File: src/sigcfg_defs.svh
// Register offsets, field positions and reset values for the signaling config
`ifndef SIGCFG_DEFS_SVH
`define SIGCFG_DEFS_SVH
`define OFF_HIGH_ADDR_FIRST 8'h04
`define OFF_HIGH_ADDR_SECOND 8'h05
`define OFF_LOW_ADDR_FIRST 8'h06
`define OFF_LOW_ADDR_SECOND 8'h07
`define OFF_CFG_A 8'h09
`define OFF_CFG_B 8'h0A
`define OFF_IRQ_PIN 8'h80
`define OFF_MODE 8'h03
`define RST_HIGH_ADDR_FIRST 8'hFD
`define RST_ADDR_OTHER 8'hFF
`define RST_CFG 8'h00
`define RST_MODE 8'h00
`define CR_MASK 8'hFD
`define BIT_THR_LOW 0
`define BIT_THR_HIGH 1
`define BIT_MF_ALIGN 2
`define BIT_IDLE_FILL 3
`define BIT_SLOT_EN 4
`define BIT_CAS_SYNC 5
`define BIT_RA_INSERT 6
`define BIT_TX_CRC_EXT 2
`define BIT_RX_CRC_PUSH 3
`define BIT_ADDR_PUSH 4
`define BIT_IRQ_LOW 0
`define BIT_IRQ_HIGH 1
`define BIT_SYNC_FREQ 2
`define BIT_INV_ATTACH 0
`define CFG_B_MASK 8'h1C
`define IRQ_PIN_MASK 8'h07
`define FLAG_BYTE 8'h7E
`define IDLE_ONES 8'hFF
// Host command port offsets (AXI4-Lite byte addresses)
`define HOFF_CTRL 8'h00
`define HOFF_WDATA 8'h04
`define HOFF_STATUS 8'h08
`define HOFF_RDATA 8'h0C
`endif

File: src/sigcfg_pkg.sv
// Types shared by both ends of the signaling configuration link
package sigcfg_pkg;
  typedef enum logic [1:0] {
    THR_32 = 2'b00,
    THR_16 = 2'b01,
    THR_4 = 2'b10,
    THR_2 = 2'b11
  } threshold_t;
  typedef enum logic [1:0] {
    IRQ_OPEN_DRAIN,
    IRQ_PUSH_LOW,
    IRQ_PUSH_HIGH
  } irq_stage_t;
  typedef enum logic [2:0] {
    H_IDLE = 3'b001,
    H_ACC = 3'b010,
    H_DONE = 3'b100
  } host_state_t;
endpackage : sigcfg_pkg

File: src/sigcfg_if.sv
// Register port between host controller and signaling configuration device
`timescale 1ns/100ps
`default_nettype none
interface sigcfg_if;
  logic [7:0] addr;
  logic [7:0] wdata;
  logic wr_en;
  logic rd_en;
  logic [7:0] rdata;
  modport device_mp (
    input addr, wdata, wr_en, rd_en,
    output rdata
  );
  modport host_mp (
    output addr, wdata, wr_en, rd_en,
    input rdata
  );
endinterface : sigcfg_if
`default_nettype wire

File: src/addr_match.sv
// Shared receive address comparator for all HDLC channels
`timescale 1ns/100ps
`default_nettype none
`include "sigcfg_defs.svh"
module addr_match #(
  parameter int CHANNELS = 1
) (
  input wire logic [7:0] high_first,
  input wire logic [7:0] high_second,
  input wire logic [7:0] low_first,
  input wire logic [7:0] low_second,
  input wire logic [CHANNELS*8-1:0] rx_high,
  input wire logic [CHANNELS*8-1:0] rx_low,
  output logic [CHANNELS-1:0] high_hit,
  output logic [CHANNELS-1:0] low_hit
);
  initial begin
    if (CHANNELS < 1) $error("CHANNELS must be at least 1");
  end
  // One register set serves every channel
  for (genvar c = 0; c < CHANNELS; c++) begin : g_ch
    wire [7:0] hb = rx_high[c*8 +: 8];
    wire [7:0] lb = rx_low[c*8 +: 8];
    assign high_hit[c] = (((hb ^ high_first) & `CR_MASK) == 8'h00)
      || (hb == high_second);
    assign low_hit[c] = (lb == low_first) || (lb == low_second);
  end
endmodule : addr_match
`default_nettype wire

File: src/sigcfg_device.sv
// Signaling controller configuration registers and their datapath effects
//
// Summary of operation
// - Inverse attach swaps HDLC to system side
// - Inverse attach swaps receive/transmit slot selects
// - First high address compare ignores command/response bit
// - One address-match set shared by channels
// - Sync frequency bit only in master, no bypass
// - Two bits choose interrupt output stage
// - Remote alarm ORed into CAS Y bit
// - CAS sync mode: standard or two patterns
// - Slot signaling active only when enabled
// - Idle fill: all ones or flags
// - Multiframe align puts first byte first
// - Slot mode raises message end per multiframe
// - Sa-bit mode disregards multiframe align
// - Host keeps sync intervals during transmit
// - Threshold sets accessible receive queue size
// - Host changes threshold only when safe
// - Message-complete clears low byte count bits
// - Address push writes address bytes; SS7 needs
// - CRC push writes CRC then status
// - External CRC: host supplies, device flags
// - No frame length plausibility check
// - Host writes zero to unused bits
// - Masked interrupt blocks pin and global
//
// Decided for this implementation: register access over AXI4-Lite.
`timescale 1ns/100ps
`default_nettype none
`include "sigcfg_defs.svh"
module sigcfg_device #(
  parameter int CHANNELS = 1
) (
  input wire logic clk,
  input wire logic reset_n,
  input wire logic clk_en,
  sigcfg_if.device_mp bus,
  input wire logic [31:0] rx_slot_select,
  input wire logic [31:0] tx_slot_select,
  input wire logic master_select,
  input wire logic clock_bypass_bit,
  input wire logic sa_access_mode,
  input wire logic hdlc_mode_enabled,
  input wire logic multiframe_done,
  input wire logic cas_pattern_ok,
  input wire logic cas_g732_sync,
  input wire logic tx_cas_y_bit,
  input wire logic ext_signaling_y,
  input wire logic use_ext_signaling,
  input wire logic line_rx_data,
  input wire logic system_tx_input,
  input wire logic tx_queue_data,
  input wire logic tx_queue_empty,
  input wire logic rx_message_complete_cmd,
  input wire logic [4:0] rx_byte_count_in,
  input wire logic irq_status,
  input wire logic irq_mask,
  input wire logic [CHANNELS*8-1:0] rx_high,
  input wire logic [CHANNELS*8-1:0] rx_low,
  output logic [CHANNELS-1:0] high_hit,
  output logic [CHANNELS-1:0] low_hit,
  output logic rx_bit_to_queue,
  output logic system_rx_output,
  output logic line_tx_bit,
  output logic [31:0] eff_tx_slots,
  output logic [31:0] eff_rx_slots,
  output logic sync_ref_8k,
  output logic irq_pin_o,
  output logic irq_pin_oe,
  output logic global_irq,
  output logic cas_y_bit,
  output logic cas_aligned,
  output logic mf_start_align,
  output logic rx_message_end_irq,
  output logic [5:0] rx_queue_size,
  output logic [4:0] rx_byte_count,
  output logic address_push,
  output logic rx_crc_push,
  output logic tx_crc_external,
  output logic gen_crc
);
  logic [7:0] high_first_q, high_second_q, low_first_q, low_second_q;
  logic [7:0] cfg_a_q, cfg_b_q, irq_pin_q, mode_q;
  logic [4:0] rbc_q;
  logic cas_seen_q, cas_aligned_q;
  logic [2:0] idle_ptr_q;
  logic mfd_q;
  wire wr = bus.wr_en && clk_en;
  wire inverse_attach = mode_q[`BIT_INV_ATTACH];
  wire slot_signaling_enable = cfg_a_q[`BIT_SLOT_EN];
  wire idle_fill_select = cfg_a_q[`BIT_IDLE_FILL];
  wire tx_multiframe_align = cfg_a_q[`BIT_MF_ALIGN];
  wire cas_sync_mode = cfg_a_q[`BIT_CAS_SYNC];
  wire remote_alarm_insert = cfg_a_q[`BIT_RA_INSERT];
  wire irq_stage_low = irq_pin_q[`BIT_IRQ_LOW];
  wire irq_stage_high = irq_pin_q[`BIT_IRQ_HIGH];
  wire sync_freq_select = irq_pin_q[`BIT_SYNC_FREQ];
  sigcfg_pkg::threshold_t thr;
  assign thr = sigcfg_pkg::threshold_t'({cfg_a_q[`BIT_THR_HIGH],
                                         cfg_a_q[`BIT_THR_LOW]});

  // Register writes; unused bits kept at zero by masking, except in the mode register, which stores all bits
  always_ff @(posedge clk) begin
    if (!reset_n) begin
      high_first_q <= `RST_HIGH_ADDR_FIRST;
      high_second_q <= `RST_ADDR_OTHER;
      low_first_q <= `RST_ADDR_OTHER;
      low_second_q <= `RST_ADDR_OTHER;
      cfg_a_q <= `RST_CFG;
      cfg_b_q <= `RST_CFG;
      irq_pin_q <= `RST_CFG;
      mode_q <= `RST_MODE;
    end else if (wr) begin
      case (bus.addr)
        `OFF_HIGH_ADDR_FIRST: high_first_q <= bus.wdata;
        `OFF_HIGH_ADDR_SECOND: high_second_q <= bus.wdata;
        `OFF_LOW_ADDR_FIRST: low_first_q <= bus.wdata;
        `OFF_LOW_ADDR_SECOND: low_second_q <= bus.wdata;
        `OFF_CFG_A: cfg_a_q <= {1'b0, bus.wdata[6:0]};
        `OFF_CFG_B: cfg_b_q <= bus.wdata & `CFG_B_MASK;
        `OFF_IRQ_PIN: irq_pin_q <= bus.wdata & `IRQ_PIN_MASK;
        `OFF_MODE: mode_q <= bus.wdata;
        default: ;
      endcase
    end
  end

  wire [7:0] rd_mux =
    (bus.addr == `OFF_HIGH_ADDR_FIRST) ? high_first_q :
    (bus.addr == `OFF_HIGH_ADDR_SECOND) ? high_second_q :
    (bus.addr == `OFF_LOW_ADDR_FIRST) ? low_first_q :
    (bus.addr == `OFF_LOW_ADDR_SECOND) ? low_second_q :
    (bus.addr == `OFF_CFG_A) ? cfg_a_q :
    (bus.addr == `OFF_CFG_B) ? cfg_b_q :
    (bus.addr == `OFF_IRQ_PIN) ? irq_pin_q :
    (bus.addr == `OFF_MODE) ? mode_q : 8'h00;
  assign bus.rdata = rd_mux;

  addr_match #(.CHANNELS(CHANNELS)) u_match (
    .high_first(high_first_q),
    .high_second(high_second_q),
    .low_first(low_first_q),
    .low_second(low_second_q),
    .rx_high(rx_high),
    .rx_low(rx_low),
    .high_hit(high_hit),
    .low_hit(low_hit)
  );

  // Datapath steering
  assign rx_bit_to_queue = inverse_attach ? system_tx_input
                                          : line_rx_data;
  wire [7:0] flag_pat = `FLAG_BYTE;
  wire idle_bit = idle_fill_select ? flag_pat[idle_ptr_q]
                                   : 1'b1;
  wire tx_bit = tx_queue_empty ? idle_bit : tx_queue_data;
  assign system_rx_output = inverse_attach ? tx_bit : 1'b1;
  assign line_tx_bit = inverse_attach ? 1'b1 : tx_bit;
  wire [31:0] tx_sel = inverse_attach ? rx_slot_select
                                      : tx_slot_select;
  wire [31:0] rx_sel = inverse_attach ? tx_slot_select
                                      : rx_slot_select;
  assign eff_tx_slots = slot_signaling_enable ? tx_sel : 32'h0;
  assign eff_rx_slots = slot_signaling_enable ? rx_sel : 32'h0;
  assign sync_ref_8k = master_select && !clock_bypass_bit
                       && sync_freq_select;

  // Output stage: open drain drives only the asserted low level
  wire irq_active = irq_status && !irq_mask;
  assign global_irq = irq_active;
  assign irq_pin_o = irq_stage_low ? (irq_stage_high ? irq_active
                                                     : !irq_active)
                                   : 1'b0;
  assign irq_pin_oe = irq_stage_low ? 1'b1 : irq_active;

  assign cas_y_bit = remote_alarm_insert
    || (use_ext_signaling ? ext_signaling_y : tx_cas_y_bit);
  assign cas_aligned = cas_aligned_q;
  assign mf_start_align = tx_multiframe_align && !sa_access_mode;
  assign rx_message_end_irq = mfd_q;

  assign rx_queue_size = (thr == sigcfg_pkg::THR_32) ? 6'd32 :
                         (thr == sigcfg_pkg::THR_16) ? 6'd16 :
                         (thr == sigcfg_pkg::THR_4) ? 6'd4 : 6'd2;
  wire [4:0] clr_mask = (thr == sigcfg_pkg::THR_32) ? 5'h1F :
                        (thr == sigcfg_pkg::THR_16) ? 5'h0F :
                        (thr == sigcfg_pkg::THR_4) ? 5'h03 : 5'h01;
  assign rx_byte_count = rbc_q;
  assign address_push = cfg_b_q[`BIT_ADDR_PUSH];
  assign rx_crc_push = cfg_b_q[`BIT_RX_CRC_PUSH];
  assign tx_crc_external = cfg_b_q[`BIT_TX_CRC_EXT];
  // Host-written CRC goes out as is; no length check is made
  assign gen_crc = !cfg_b_q[`BIT_TX_CRC_EXT];

  always_ff @(posedge clk) begin
    if (!reset_n) begin
      rbc_q <= 5'h00;
      cas_seen_q <= 1'b0;
      cas_aligned_q <= 1'b0;
      idle_ptr_q <= 3'd0;
      mfd_q <= 1'b0;
    end else if (clk_en) begin
      rbc_q <= rx_message_complete_cmd ? (rx_byte_count_in & ~clr_mask)
                                       : rx_byte_count_in;
      idle_ptr_q <= idle_ptr_q + 3'd1;
      mfd_q <= multiframe_done && |eff_rx_slots
               && !hdlc_mode_enabled;
      if (multiframe_done) begin
        cas_seen_q <= cas_pattern_ok;
        cas_aligned_q <= cas_sync_mode ? (cas_pattern_ok && cas_seen_q)
                                       : cas_g732_sync;
      end
    end
  end
endmodule : sigcfg_device
`default_nettype wire

File: src/flat_wrapper.sv
// flat-port wrapper written by rule: the top's interface ports become plain ports
module sigcfg_device_flat 
#(
  parameter int CHANNELS = 1
)
  (clk, reset_n, clk_en, rx_slot_select, tx_slot_select, master_select, clock_bypass_bit, sa_access_mode, hdlc_mode_enabled, multiframe_done, cas_pattern_ok, cas_g732_sync, tx_cas_y_bit, ext_signaling_y, use_ext_signaling, line_rx_data, system_tx_input, tx_queue_data, tx_queue_empty, rx_message_complete_cmd, rx_byte_count_in, irq_status, irq_mask, rx_high, rx_low, high_hit, low_hit, rx_bit_to_queue, system_rx_output, line_tx_bit, eff_tx_slots, eff_rx_slots, sync_ref_8k, irq_pin_o, irq_pin_oe, global_irq, cas_y_bit, cas_aligned, mf_start_align, rx_message_end_irq, rx_queue_size, rx_byte_count, address_push, rx_crc_push, tx_crc_external, gen_crc, bus_addr, bus_wdata, bus_wr_en, bus_rd_en, bus_rdata);
  sigcfg_if bus_i ();
  input wire logic clk;
  input wire logic reset_n;
  input wire logic clk_en;
  input wire logic [31:0] rx_slot_select;
  input wire logic [31:0] tx_slot_select;
  input wire logic master_select;
  input wire logic clock_bypass_bit;
  input wire logic sa_access_mode;
  input wire logic hdlc_mode_enabled;
  input wire logic multiframe_done;
  input wire logic cas_pattern_ok;
  input wire logic cas_g732_sync;
  input wire logic tx_cas_y_bit;
  input wire logic ext_signaling_y;
  input wire logic use_ext_signaling;
  input wire logic line_rx_data;
  input wire logic system_tx_input;
  input wire logic tx_queue_data;
  input wire logic tx_queue_empty;
  input wire logic rx_message_complete_cmd;
  input wire logic [4:0] rx_byte_count_in;
  input wire logic irq_status;
  input wire logic irq_mask;
  input wire logic [CHANNELS*8-1:0] rx_high;
  input wire logic [CHANNELS*8-1:0] rx_low;
  output logic [CHANNELS-1:0] high_hit;
  output logic [CHANNELS-1:0] low_hit;
  output logic rx_bit_to_queue;
  output logic system_rx_output;
  output logic line_tx_bit;
  output logic [31:0] eff_tx_slots;
  output logic [31:0] eff_rx_slots;
  output logic sync_ref_8k;
  output logic irq_pin_o;
  output logic irq_pin_oe;
  output logic global_irq;
  output logic cas_y_bit;
  output logic cas_aligned;
  output logic mf_start_align;
  output logic rx_message_end_irq;
  output logic [5:0] rx_queue_size;
  output logic [4:0] rx_byte_count;
  output logic address_push;
  output logic rx_crc_push;
  output logic tx_crc_external;
  output logic gen_crc;
  input wire logic [$bits(bus_i.addr)-1:0] bus_addr;
  input wire logic [$bits(bus_i.wdata)-1:0] bus_wdata;
  input wire logic [$bits(bus_i.wr_en)-1:0] bus_wr_en;
  input wire logic [$bits(bus_i.rd_en)-1:0] bus_rd_en;
  output wire logic [$bits(bus_i.rdata)-1:0] bus_rdata;
  assign bus_i.addr = bus_addr;
  assign bus_i.wdata = bus_wdata;
  assign bus_i.wr_en = bus_wr_en;
  assign bus_i.rd_en = bus_rd_en;
  assign bus_rdata = bus_i.rdata;
  sigcfg_device #(.CHANNELS(CHANNELS)) u_core (.clk(clk), .reset_n(reset_n), .clk_en(clk_en), .bus(bus_i), .rx_slot_select(rx_slot_select), .tx_slot_select(tx_slot_select), .master_select(master_select), .clock_bypass_bit(clock_bypass_bit), .sa_access_mode(sa_access_mode), .hdlc_mode_enabled(hdlc_mode_enabled), .multiframe_done(multiframe_done), .cas_pattern_ok(cas_pattern_ok), .cas_g732_sync(cas_g732_sync), .tx_cas_y_bit(tx_cas_y_bit), .ext_signaling_y(ext_signaling_y), .use_ext_signaling(use_ext_signaling), .line_rx_data(line_rx_data), .system_tx_input(system_tx_input), .tx_queue_data(tx_queue_data), .tx_queue_empty(tx_queue_empty), .rx_message_complete_cmd(rx_message_complete_cmd), .rx_byte_count_in(rx_byte_count_in), .irq_status(irq_status), .irq_mask(irq_mask), .rx_high(rx_high), .rx_low(rx_low), .high_hit(high_hit), .low_hit(low_hit), .rx_bit_to_queue(rx_bit_to_queue), .system_rx_output(system_rx_output), .line_tx_bit(line_tx_bit), .eff_tx_slots(eff_tx_slots), .eff_rx_slots(eff_rx_slots), .sync_ref_8k(sync_ref_8k), .irq_pin_o(irq_pin_o), .irq_pin_oe(irq_pin_oe), .global_irq(global_irq), .cas_y_bit(cas_y_bit), .cas_aligned(cas_aligned), .mf_start_align(mf_start_align), .rx_message_end_irq(rx_message_end_irq), .rx_queue_size(rx_queue_size), .rx_byte_count(rx_byte_count), .address_push(address_push), .rx_crc_push(rx_crc_push), .tx_crc_external(tx_crc_external), .gen_crc(gen_crc));
endmodule
File: config.mk
export PLATFORM = sky130hd
export DESIGN_NAME = sigcfg_device_flat
export DESIGN_NICKNAME = d
export VERILOG_FILES = /design/src/sigcfg_pkg.sv /design/src/sigcfg_if.sv /design/src/addr_match.sv /design/src/sigcfg_device.sv /design/src/flat_wrapper.sv
export VERILOG_INCLUDE_DIRS = /design/src
export SDC_FILE = /design/constraint.sdc
export NUM_CORES = 1
export LEC_CHECK = 0
export BUFFER_PORTS_ARGS = -buffer_cell sky130_fd_sc_hd__buf_2
export CAP_MARGIN = 20
export CELL_PAD_IN_SITES_DETAIL_PLACEMENT = 1
export CELL_PAD_IN_SITES_GLOBAL_PLACEMENT = 2
export CORE_MARGIN = 2
export CORE_UTILIZATION = 26
export CTS_CLUSTER_SIZE = 28
export DETAILED_ROUTE_END_ITERATION = 6
export PLACE_DENSITY_LB_ADDON = 0.1
export SLEW_MARGIN = 10
export SYNTH_ARGS = -nofsm -noshare
export SYNTH_HDL_FRONTEND = slang
export SYNTH_SLANG_ARGS = --single-unit
File: constraint.sdc
create_clock -name clk -period 2.52 [get_ports clk]
set_clock_uncertainty 0.05 [all_clocks]
set_input_delay 0.252 -clock clk [delete_from_list [all_inputs] [get_ports clk]]
set_output_delay 0.252 -clock clk [all_outputs]
set_load 0.03 [all_outputs]
; Word-level counts from Yosys, hierarchy flattened
; Memory sizes are Yosys's and may differ from the RTL's. A register that Yosys moved wholly into a read port is not among the register bits.
; Cells that the tools add are included.
[totals]
register_bits = 64
mem_bits_ro = 8
in_bits = 123
output_inout_bits = 100
n_memories = 1
[mem_list]
columns = name, words, width, rd, rd_ports_with_merged_regs, wr, line_no
row1 = (name not given), 8, 1, 1, 1, 0, sigcfg_device.sv:155  ; wire idle_bit = idle_fill_select ? flag_pat[idle_ptr_q]
[op_classes]
addsub = 1
magnitude_cmp = 1
n_eq_ne = 13
mux = 32
bitwise = 3
reduce_logical = 29
[ops]
columns = cell, count
row1 = 32-bit two-way mux, 4
row2 = 8-bit two-way mux, 8
row3 = 8-bit by 3-bit == test with 1-bit output (second input constant), 4
row4 = 32-bit OR reduction, 1
row5 = 8-bit == test, 3
row6 = 2-bit AND reduction, 9
row7 = 8-bit by 4-bit == test with 1-bit output (second input constant), 2
row8 = 5-bit two-way mux, 3
row9 = 6-bit two-way mux, 2
row10 = 1-bit two-way mux, 11
row11 = 3-bit two-way mux, 3
row12 = 8-bit by 2-bit == test with 1-bit output (second input constant), 1
row13 = 8-bit == test (second input constant), 1
row14 = 1-bit logical AND, 8
row15 = 8-bit logical NOT, 1
row16 = 8-bit XOR, 1
row17 = 1-bit logical NOT, 6
row18 = 5-bit bitwise AND, 1
row19 = 5-bit NOT, 1
row20 = 3-bit by 4-bit less-than comparator with 1-bit output (second input constant), 1
row21 = 3-bit by 1-bit adder with 3-bit output (second input constant), 1
row22 = 1-bit logical OR, 3
row23 = 2-bit by 1-bit == test with 1-bit output (second input constant), 1
row24 = 2-bit == test (second input constant), 1
row25 = 2 further kinds, 2

; Logic depth before layout (Yosys ltp)
; Gate-level depths: netlist (run 1).
[depth]
word_depth = 9
ltp_mapped = 7
mapped_depth_nobuf = 5

; Modules after synthesis
; From an unflattened synthesis (run 1), not the netlist that was laid out.
[unflattened]
cells_unflattened = 573
area_unflattened_um2 = 4782.1
[modules_own_cells]
columns = mod, n_inst, cells_each, area_each_um2, seq_area_each_um2
row1 = sigcfg_device, 1, 532, 4449.3, 1301.2
row2 = addr_match, 1, 41, 332.8, 0.0

; Worst setup path after synthesis (run 1)
; No wires, ideal clock.
[synth_path]
path_kind = input-to-output
start = input port bus_addr[6]
end = output port bus_rdata[4]
t_arrival_ns = 2.084
path_slack_ns = 0.134
cell_stages = 6
path_cell_list = or4_4 buf_6 or3_1 clkbuf_2 a21o_1 a31oi_1
[synth_between]
elab_chain_len = 9
[synth_rtl]
columns = item, line_no
row1 = start: declaration, flat_wrapper.sv:54  ; input wire logic [$bits(bus_i.addr)-1:0] bus_addr;
row2 = 8-bit by 2-bit == test with 1-bit output (no line), --
row3 = 8-bit two-way mux, sigcfg_device.sv:137  ; (bus.addr == `OFF_MODE) ? mode_q : 8'h00;
row4 = 8-bit two-way mux, sigcfg_device.sv:136  ; (bus.addr == `OFF_IRQ_PIN) ? irq_pin_q :
row5 = 8-bit two-way mux, sigcfg_device.sv:135  ; (bus.addr == `OFF_CFG_B) ? cfg_b_q :
row6 = 8-bit two-way mux, sigcfg_device.sv:134  ; (bus.addr == `OFF_CFG_A) ? cfg_a_q :
row7 = 8-bit two-way mux, sigcfg_device.sv:133  ; (bus.addr == `OFF_LOW_ADDR_SECOND) ? low_second_q :
row8 = 8-bit two-way mux, sigcfg_device.sv:132  ; (bus.addr == `OFF_LOW_ADDR_FIRST) ? low_first_q :
row9 = 8-bit two-way mux, sigcfg_device.sv:131  ; (bus.addr == `OFF_HIGH_ADDR_SECOND) ? high_second_q :
row10 = 8-bit two-way mux *, sigcfg_device.sv:130  ; (bus.addr == `OFF_HIGH_ADDR_FIRST) ? high_first_q :
row11 = end: declaration, flat_wrapper.sv:58  ; output wire logic [$bits(bus_i.rdata)-1:0] bus_rdata;
; Every way passes the cells marked *; elsewhere a longest branch is shown, timed or not.

; Worst setup path in the final report (run 1)
[layout_path]
start = input port bus_addr[7]
end = output port bus_rdata[4]
; The elaborated chain is that of the path after synthesis.

==> summary.md, run 1 <==
The endpoint of the worst register-to-register path is u_core.rx_message_end_irq. Setup slack closes at 0.1413 ns. The tightest hold path in the finished design has a slack of 0.1474 ns. The number of failing hold endpoints at the final stage is 0.

The clock net in this run drives a total of 65 sinks. TritonCTS built the clock tree. The warning count from the yosys run is 0.

In this run the tool buffered the top-level ports with 219 buffer cells. The global-route wire length before repair came out at 29,100 um. Standard cell with the maximum stage delay on the critical path: sky130_fd_sc_hd__or4_4.

After clock tree synthesis, the clock-pin slew on the worst setup and hold paths is 0.06 ns. In this run the count of I/O pins placed on the die edge is 223. The area fraction of the dominant cell type after synthesis came out at 26.63%. After detailed routing, the number of vias per cell comes to 4.932. For the area of the mapped netlist, the log shows 0.004886 mm^2. For the number of buffers created by CTS, the log shows 9. The tools report the sequential area share after synthesis as 26.63%.

The end point of the critical path is bus_rdata[4]. The tree is rooted in a sky130_fd_sc_hd__clkbuf_16. The number of pins with negative max-slew slack in the final report is 0, and the setup slack of the most critical reg-to-reg path is 0.84 ns. The die covers 0.01991 mm^2. Cell seen most often among critical-path stages: sky130_fd_sc_hd__buf_2. Worst-margin pin slew: 0.6266 ns. The number of antenna violations at the first check in global routing is 0. For this run, the top clock speed supported by timing is 420.4 MHz. Compared with the post-synthesis result, the final layout area differs by 34.62%.

The initial utilization of the core area, before any placement, comes to 26.30%. The run finished with clean final reports. After detailed routing, the average wire length per cell comes to 18.39 um.

The total overflow left after global routing is 0. After synthesis the netlist holds a flip-flop and latch count of 65. The final net count was 916. The predominant post-synthesis flop cell was sky130_fd_sc_hd__dfxtp_1. The maximum clock insertion buffer count was 2; the areal power density over the cells was 435.2 mW/mm^2. Yosys attributes the largest share of cell area to sky130_fd_sc_hd__dfxtp_1 (27%), sky130_fd_sc_hd__mux2i_1 (23%), sky130_fd_sc_hd__nor2b_1 (9.3%), sky130_fd_sc_hd__xnor2_1 (5.2%), sky130_fd_sc_hd__nand2_1 (3.7%).

In this run the critical register-to-register path is launched from u_core.mode_q[0]. Setup repair after global routing left no endpoint under its margin. Counting cells, the worst reg-to-reg path comes to 3. Once detailed placement completed, the half-perimeter wirelength came to 15,200 um. OpenSTA, run right after detailed placement, puts the worst setup slack at 0.1451 ns. The logs give 0 for the max capacitance violation total and 2,264 for the number of inserted filler cells in the final layout. The core region is 0.01858 mm^2. The overall via count from detail_route was 5,085; the layout cell share with drive strength beyond 1 was 33.63%.

The maximum net fanout on the critical path was 7. Headroom to the max-slew limit came out at 57.84%. The logs give 3 for the count of H-tree levels built during CTS and 0.002873 uW for the static leakage power. Path type of the worst min-delay path: in -> reg. Entering global routing, the biggest net connects 67 pins. At the worst endpoint, the required time is 2.22 ns. For the total of endpoints with negative setup slack in the final report, the log shows 0.

The die is 141.1 um tall. STA classifies the critical path startpoint as a primary input. Synthesis produced a netlist whose cell count is 586.

The average instance in the mapped netlist occupies 8.338 um^2. For the worst setup path, the data arrival time is 2.08 ns. VDD sags by at most 0.2843 mV. The logs give 0 for the count of instances resized after the clock tree is built and 4 for the first-pass iteration count of the detailed router. The final weighted congestion in routability-driven placement came out at 0.8775. The signal on the critical path passes through buf_2 > or4_4 > or3_1 > a21o_1 > a31oi_1 > buf_2. Across every metal layer, demand over resource in global routing totals 18.72%. The via count of the first global-routing pass was 5,319; the total detailed-routing wirelength was 18,960 um. The total negative slack was 0 ns; the final clock period utilization by the worst path was 94.39%.

Worst setup path startpoint: bus_addr[7]. The run gives 0 as the remaining antenna violation count after routing. The kind of end point of the critical path was a primary output. For the antenna diode instance count, the log shows 0.

For this run, design rule violations remaining after detail routing come to 0. For this design, the CTS-stage hold fixing added 0 buffers. Initial DRC count: 183.

The post-CTS setup-driven buffer insertion count is 0, and the number of distinct library cells after synthesis is 53. The floorplan has 50 rows. The chip width is 141.1 um. The later pin in the worst-skew pair is clocked with a latency of 0.33 ns. Library cell occupying the most area in the post-synthesis netlist: sky130_fd_sc_hd__dfxtp_1. Number of enable flip-flop cells after synthesis: 0.

For this run, the slowest stage of the critical path takes 0.52 ns. For the finished layout, the period the worst path requires is 2.379 ns. The async set-or-reset flop fraction in the synthesized netlist was 0%.

The setup path with the least slack is of type in -> out.
## placed cells by master, fill, tap and decap left out, types with 13 or more instances in the layout
master | Yosys | layout
sky130_fd_sc_hd__nor2b_1 | 73 | 73
sky130_fd_sc_hd__xnor2_1 | 29 | 29
sky130_fd_sc_hd__buf_2 | 2 | 219
sky130_fd_sc_hd__nand2b_1 | 14 | 14
sky130_fd_sc_hd__nor4_1 | 13 | 13
sky130_fd_sc_hd__mux2i_1 | 114 | 114
sky130_fd_sc_hd__dfxtp_1 | 65 | 64
sky130_fd_sc_hd__nor2_1 | 41 | 41
sky130_fd_sc_hd__a21oi_1 | 15 | 15
sky130_fd_sc_hd__buf_4 | 3 | 17
sky130_fd_sc_hd__nand3_1 | 15 | 15
sky130_fd_sc_hd__nand2_1 | 48 | 48
sky130_fd_sc_hd__nand4_1 | 13 | 13
## how the worst min path moves through the flow
stage | from | end | slack, ns | cells past startpoint
after floorplan | bus_wdata[0] | u_core.low_first_q[0] | 0.33 | 2
after global placement | u_core.cas_seen_q | u_core.cas_seen_q | 0.40 | 2
after detailed placement | u_core.rx_byte_count[2] | u_core.rx_byte_count[2] | 0.41 | 2
after CTS | rx_byte_count_in[2] | u_core.rx_byte_count[2] | 0.13 | 3
after global routing | rx_byte_count_in[0] | u_core.rx_byte_count[0] | 0.16 | 3
final | rx_byte_count_in[2] | u_core.rx_byte_count[2] | 0.15 | 3
## Yosys cell counts (all sizes together) (3+ instances only)
cell type  number
mux2i         114
nor2b          73
dfxtp          65
nand2          48
nor2           41
clkbuf         32
xnor2          29
a21oi          15
nand3          15
nor4           15
nand2b         14
nand4          13
buf            11
nor3           11
and3b           9
o21ai           8
and2            6
inv             6
xor2            5
a211oi          4
a21o            4
a31oi           4
mux2            4
o211ai          4
o22ai           4
a221oi          3
a22o            3
o32ai           3
## power by group
group	switching [uW]	internal, uW	leakage, uW
Clock	485	928	0.000167
Sequential	5.85	1040	0.000527
Combinational	241	164	0.00218
Total	732	2130	0.00287
## cells by family after synthesis
group	count (synthesis)	share of synthesized area [%]
simple gates	259	29.99
mux	118	24.28
flops	65	26.63
compound gates	59	8.221
buf+inv	49	4.455
xor+xnor	34	6.095
fa+ha+maj	1	0.2560
other cells	1	0.07675
## critical path, delay by kind of cell
family	cells	cell delay, ns
AND/OR/NAND/NOR	2	1.04
AO/OA/AOI/OAI	2	0.42
buffers and inverters	2	0.37
## cell type report
cell class                 instances  area (um^2)  area share, %
clock buffer                      11        252.7          3.842
timing repair buffer             237         1244          18.91
inverter                           6        22.52         0.3424
multi-input combinational        473         3377          51.34
sequential                        65         1305          19.84
clock inverter                     5        83.83          1.274
tap                              234        292.8          4.451
## registers in the layout, summed over array words and instances (netlist names), named ones only
register                   flops
u_core.cas_aligned             1
u_core.high_second_q           8
u_core.high_first_q            8
u_core.cfg_a_q                 7
u_core.low_second_q            8
u_core.rx_byte_count           5
u_core.cfg_b_q                 3
u_core.mode_q                  8
u_core.rx_message_end_irq      1
u_core.idle_ptr_q              3
u_core.irq_pin_q               3
u_core.cas_seen_q              1
u_core.low_first_q             8
## routing by layer
layer / part of all wire [%] / up-vias / GRT usage (%)
met1: 45 / 2441 / 24.09
met5: 0 / - / 0
li1: - / 2475 / -
met2: 49 / 159 / 32.04
met4: 0.71 / 0 / 3.789
met3: 5.9 / 10 / 4.416
## metrics by stage
| step | util [%] | instance area (um^2) | std cells | total power (uW) |
|---|---|---|---|---|
| 2_1_floorplan | - | 4890 | 587 | 1264 |
| 3_3_place_gp | 33.59 | 6241 | 1015 | 1465 |
| 3_5_place_dp | 33.59 | 6241 | 1015 | 1477 |
| 4_1_cts | 35.40 | 6578 | 1031 | 2914 |
| 5_1_grt | 35.40 | 6578 | 1031 | 2993 |
| 6_report | 35.40 | 6578 | 1031 | 2862 |
No activity file was read; power rests on OpenSTA's default activity.
==> run 2, diff against run 1 <==
Settings changed: CORE_ASPECT_RATIO set to 0.7.
==> summary.md, run 2 (synthesized netlist as in run 1, its figures left out) <==
The run finished with clean final reports. Class of the most critical setup path: in -> out. The clock drives 65 sinks.

Setup repair after global routing left no endpoint under its margin. The critical path goes through buf_2 > or4_4 > buf_4 > or2_2 > o2111ai_1 > a31oi_1 > buf_2. The achievable clock frequency was 416.7 MHz; the mean number of vias per cell was 4.924. The library cell used most frequently in the layout, excluding fill and tap cells, is sky130_fd_sc_hd__buf_2. From synthesis to final layout, the design area changed by 35.42%. The maximum net fanout on the critical path is 14.

For the worst setup path, the data arrival time is 2.10 ns. The total detailed-routing wirelength came out at 19,610 um. The final standard cell area without fillers was 0.006616 mm^2; the largest net degree at the start of global routing was 53. Total instance count after detailed placement: 1,020. Overall via count from detail_route: 5,101.

For this run, the slowest stage of the critical path takes 0.54 ns. The number of buffers created by CTS is 9. The clock period minus final worst setup slack came out at 2.400 ns.

Detailed placement ended at an HPWL of 15,990 um. The post-CTS setup-driven buffer insertion count is 0. After clock tree synthesis, the clock-pin slew on the worst setup and hold paths is 0.06 ns. For this run, the total global-route usage over all layers was measured as 19.59%. The cell row count is 41, and the remaining antenna violation count after routing is 0. The worst pin sits at a relative slew slack of 51.63%. Top cell family by delay on the critical path: simple AND/OR/NAND/NOR gates.

The die is 167.8 um wide. 0 antenna diodes ended up in the layout. VDD sags by at most 0.2764 mV. In the layout the commonest cells are sky130_fd_sc_hd__buf_2 (219), sky130_fd_sc_hd__mux2i_1 (114), sky130_fd_sc_hd__nor2b_1 (73). The worst hold path belongs to the class in -> reg.

The layout has 2,219 filler cells. The worst setup path is launched from a primary input. The number of buffers and inverters on the critical path was 3. The worst path uses 95.22% of the clock period. Of the cells placed in the final design, the portion with a size suffix greater than 1 is 33.88%. The core region is 0.01821 mm^2. For this design the ratio of total power to cell area is 443.9 mW/mm^2. In this run the tool buffered the top-level ports with 219 buffer cells. The placed instances occupy a cell area of 0.006266 mm^2. The die covers 0.01992 mm^2.

In this design, the critical path's most frequently occurring cell is sky130_fd_sc_hd__buf_2. The tree is rooted in a sky130_fd_sc_hd__clkbuf_16. For the total negative slack, the log shows 0 ns. The static leakage power is 0.002890 uW. The floorplan step set the die height to 118.7 um. The first TritonRoute pass finished after 4 iterations. The run gives 0.8346 as the final weighted congestion in routability-driven placement. In this run, the number of DRC markers left after iteration 0 of detailed routing was 221.

Once the clock tree was built, the resizer swapped 0 gates to a different size. STA classifies the critical path endpoint as a primary output. Among all stages on the critical path, the largest delay is contributed by sky130_fd_sc_hd__or4_4.

The count of cells in the finished layout, fillers not included, comes to 1,036. The run gives 0.33 ns as the latest clock arrival within the worst-skew pair. Setup violations remaining at the end of the flow were counted as 0. The number of antenna violations at the first check in global routing came out at 0. At the pin with the least slew margin, the transition time is 0.7189 ns.

The I/O pin count was 223; the count of H-tree levels built during CTS was 3. The aggregate global routing overflow is 0, and the maximum clock insertion buffer count is 2. For the number of pins with negative max-slew slack in the final report, the log shows 0. Max-cap violations in this run came to 0.

Data on the critical path is required at its endpoint by 2.22 ns. The count of hold-fix buffers inserted at cts is 0. The number of failing hold endpoints at the final stage is 0. The logs give 5,247 for the via count of the first global-routing pass and 919 for the final net count. TritonCTS built the clock tree.

The global-route wire length before repair came out at 30,450 um. The post-detailed-route wirelength per cell came out at 18.93 um. Once the floorplan was initialized, standard cells occupied 26.83% of the core. For the remaining routing DRC violations, the log shows 0.
==> run 2: changes by cell type in the layout (fill, tap and decap cells not counted) <==
cell                        previous run  this run
sky130_fd_sc_hd__buf_4                17        20
sky130_fd_sc_hd__clkbuf_8              2         0
sky130_fd_sc_hd__clkinv_4              0         2
sky130_fd_sc_hd__bufinv_16             2         3
sky130_fd_sc_hd__inv_4                 1         0
==> run 2: power breakdown <==
| group | total, uW | switching (uW) | internal (uW) | leakage (uW) |
|---|---|---|---|---|
| Combinational | 412 | 246 | 166 | 0.00219 |
| Sequential | 1040 | 6.58 | 1040 | 0.000527 |
| Clock | 1480 | 503 | 977 | 0.000171 |
| Total | 2940 | 756 | 2180 | 0.00289 |
==> run 2: per-layer routing <==
layer	GRT usage [%]	wire length, um	vias up
met5	0	0	-
met4	2.337	75	0
met3	3.617	1256	9
met2	31.02	8891	145
met1	28.35	9392	2465
li1	-	-	2482
==> run 2: path summary, 6_finish.rpt <==
path                                              start  cells past startpoint                         to  slack [ns]
worst max-delay path                        bus_addr[7]                      7               bus_rdata[4]        0.12
worst min-delay path                rx_byte_count_in[0]                      3    u_core.rx_byte_count[0]        0.14
worst max register to register         u_core.mode_q[0]                      3  u_core.rx_message_end_irq        0.57
worst min register to register  u_core.rx_byte_count[2]                      2    u_core.rx_byte_count[2]        0.42
==> run 2: worst min-delay path, stage by stage <==
cell,delay (ns)
sky130_fd_sc_hd__buf_2,0.10
sky130_fd_sc_hd__nand3_1,0.07
sky130_fd_sc_hd__a21oi_1,0.06
==> run 2: cell type report <==
class,instances,area (um^2),area share [%]
multi-input cells,473,3377,51.04
flip-flops and latches,65,1305,19.72
repair buffers,240,1266,19.14
well taps,236,295.3,4.463
clock buffers,9,225.2,3.404
clock inverters,7,125.1,1.891
inverters,6,22.52,0.3404
==> run 2: through the flow <==
stage / total power [uW] / setup WS [ns] / hold slack, ns / util [%]
2_1_floorplan: 1264 / 0.1342 / 0.3262 / -
3_3_place_gp: 1468 / 0.1854 / 0.3961 / 34.41
3_5_place_dp: 1481 / 0.1398 / 0.4133 / 34.41
4_1_cts: 2979 / 0.1354 / 0.1282 / 36.33
5_1_grt: 3081 / 0.04446 / 0.1352 / 36.33
6_report: 2937 / 0.1204 / 0.1384 / 36.33
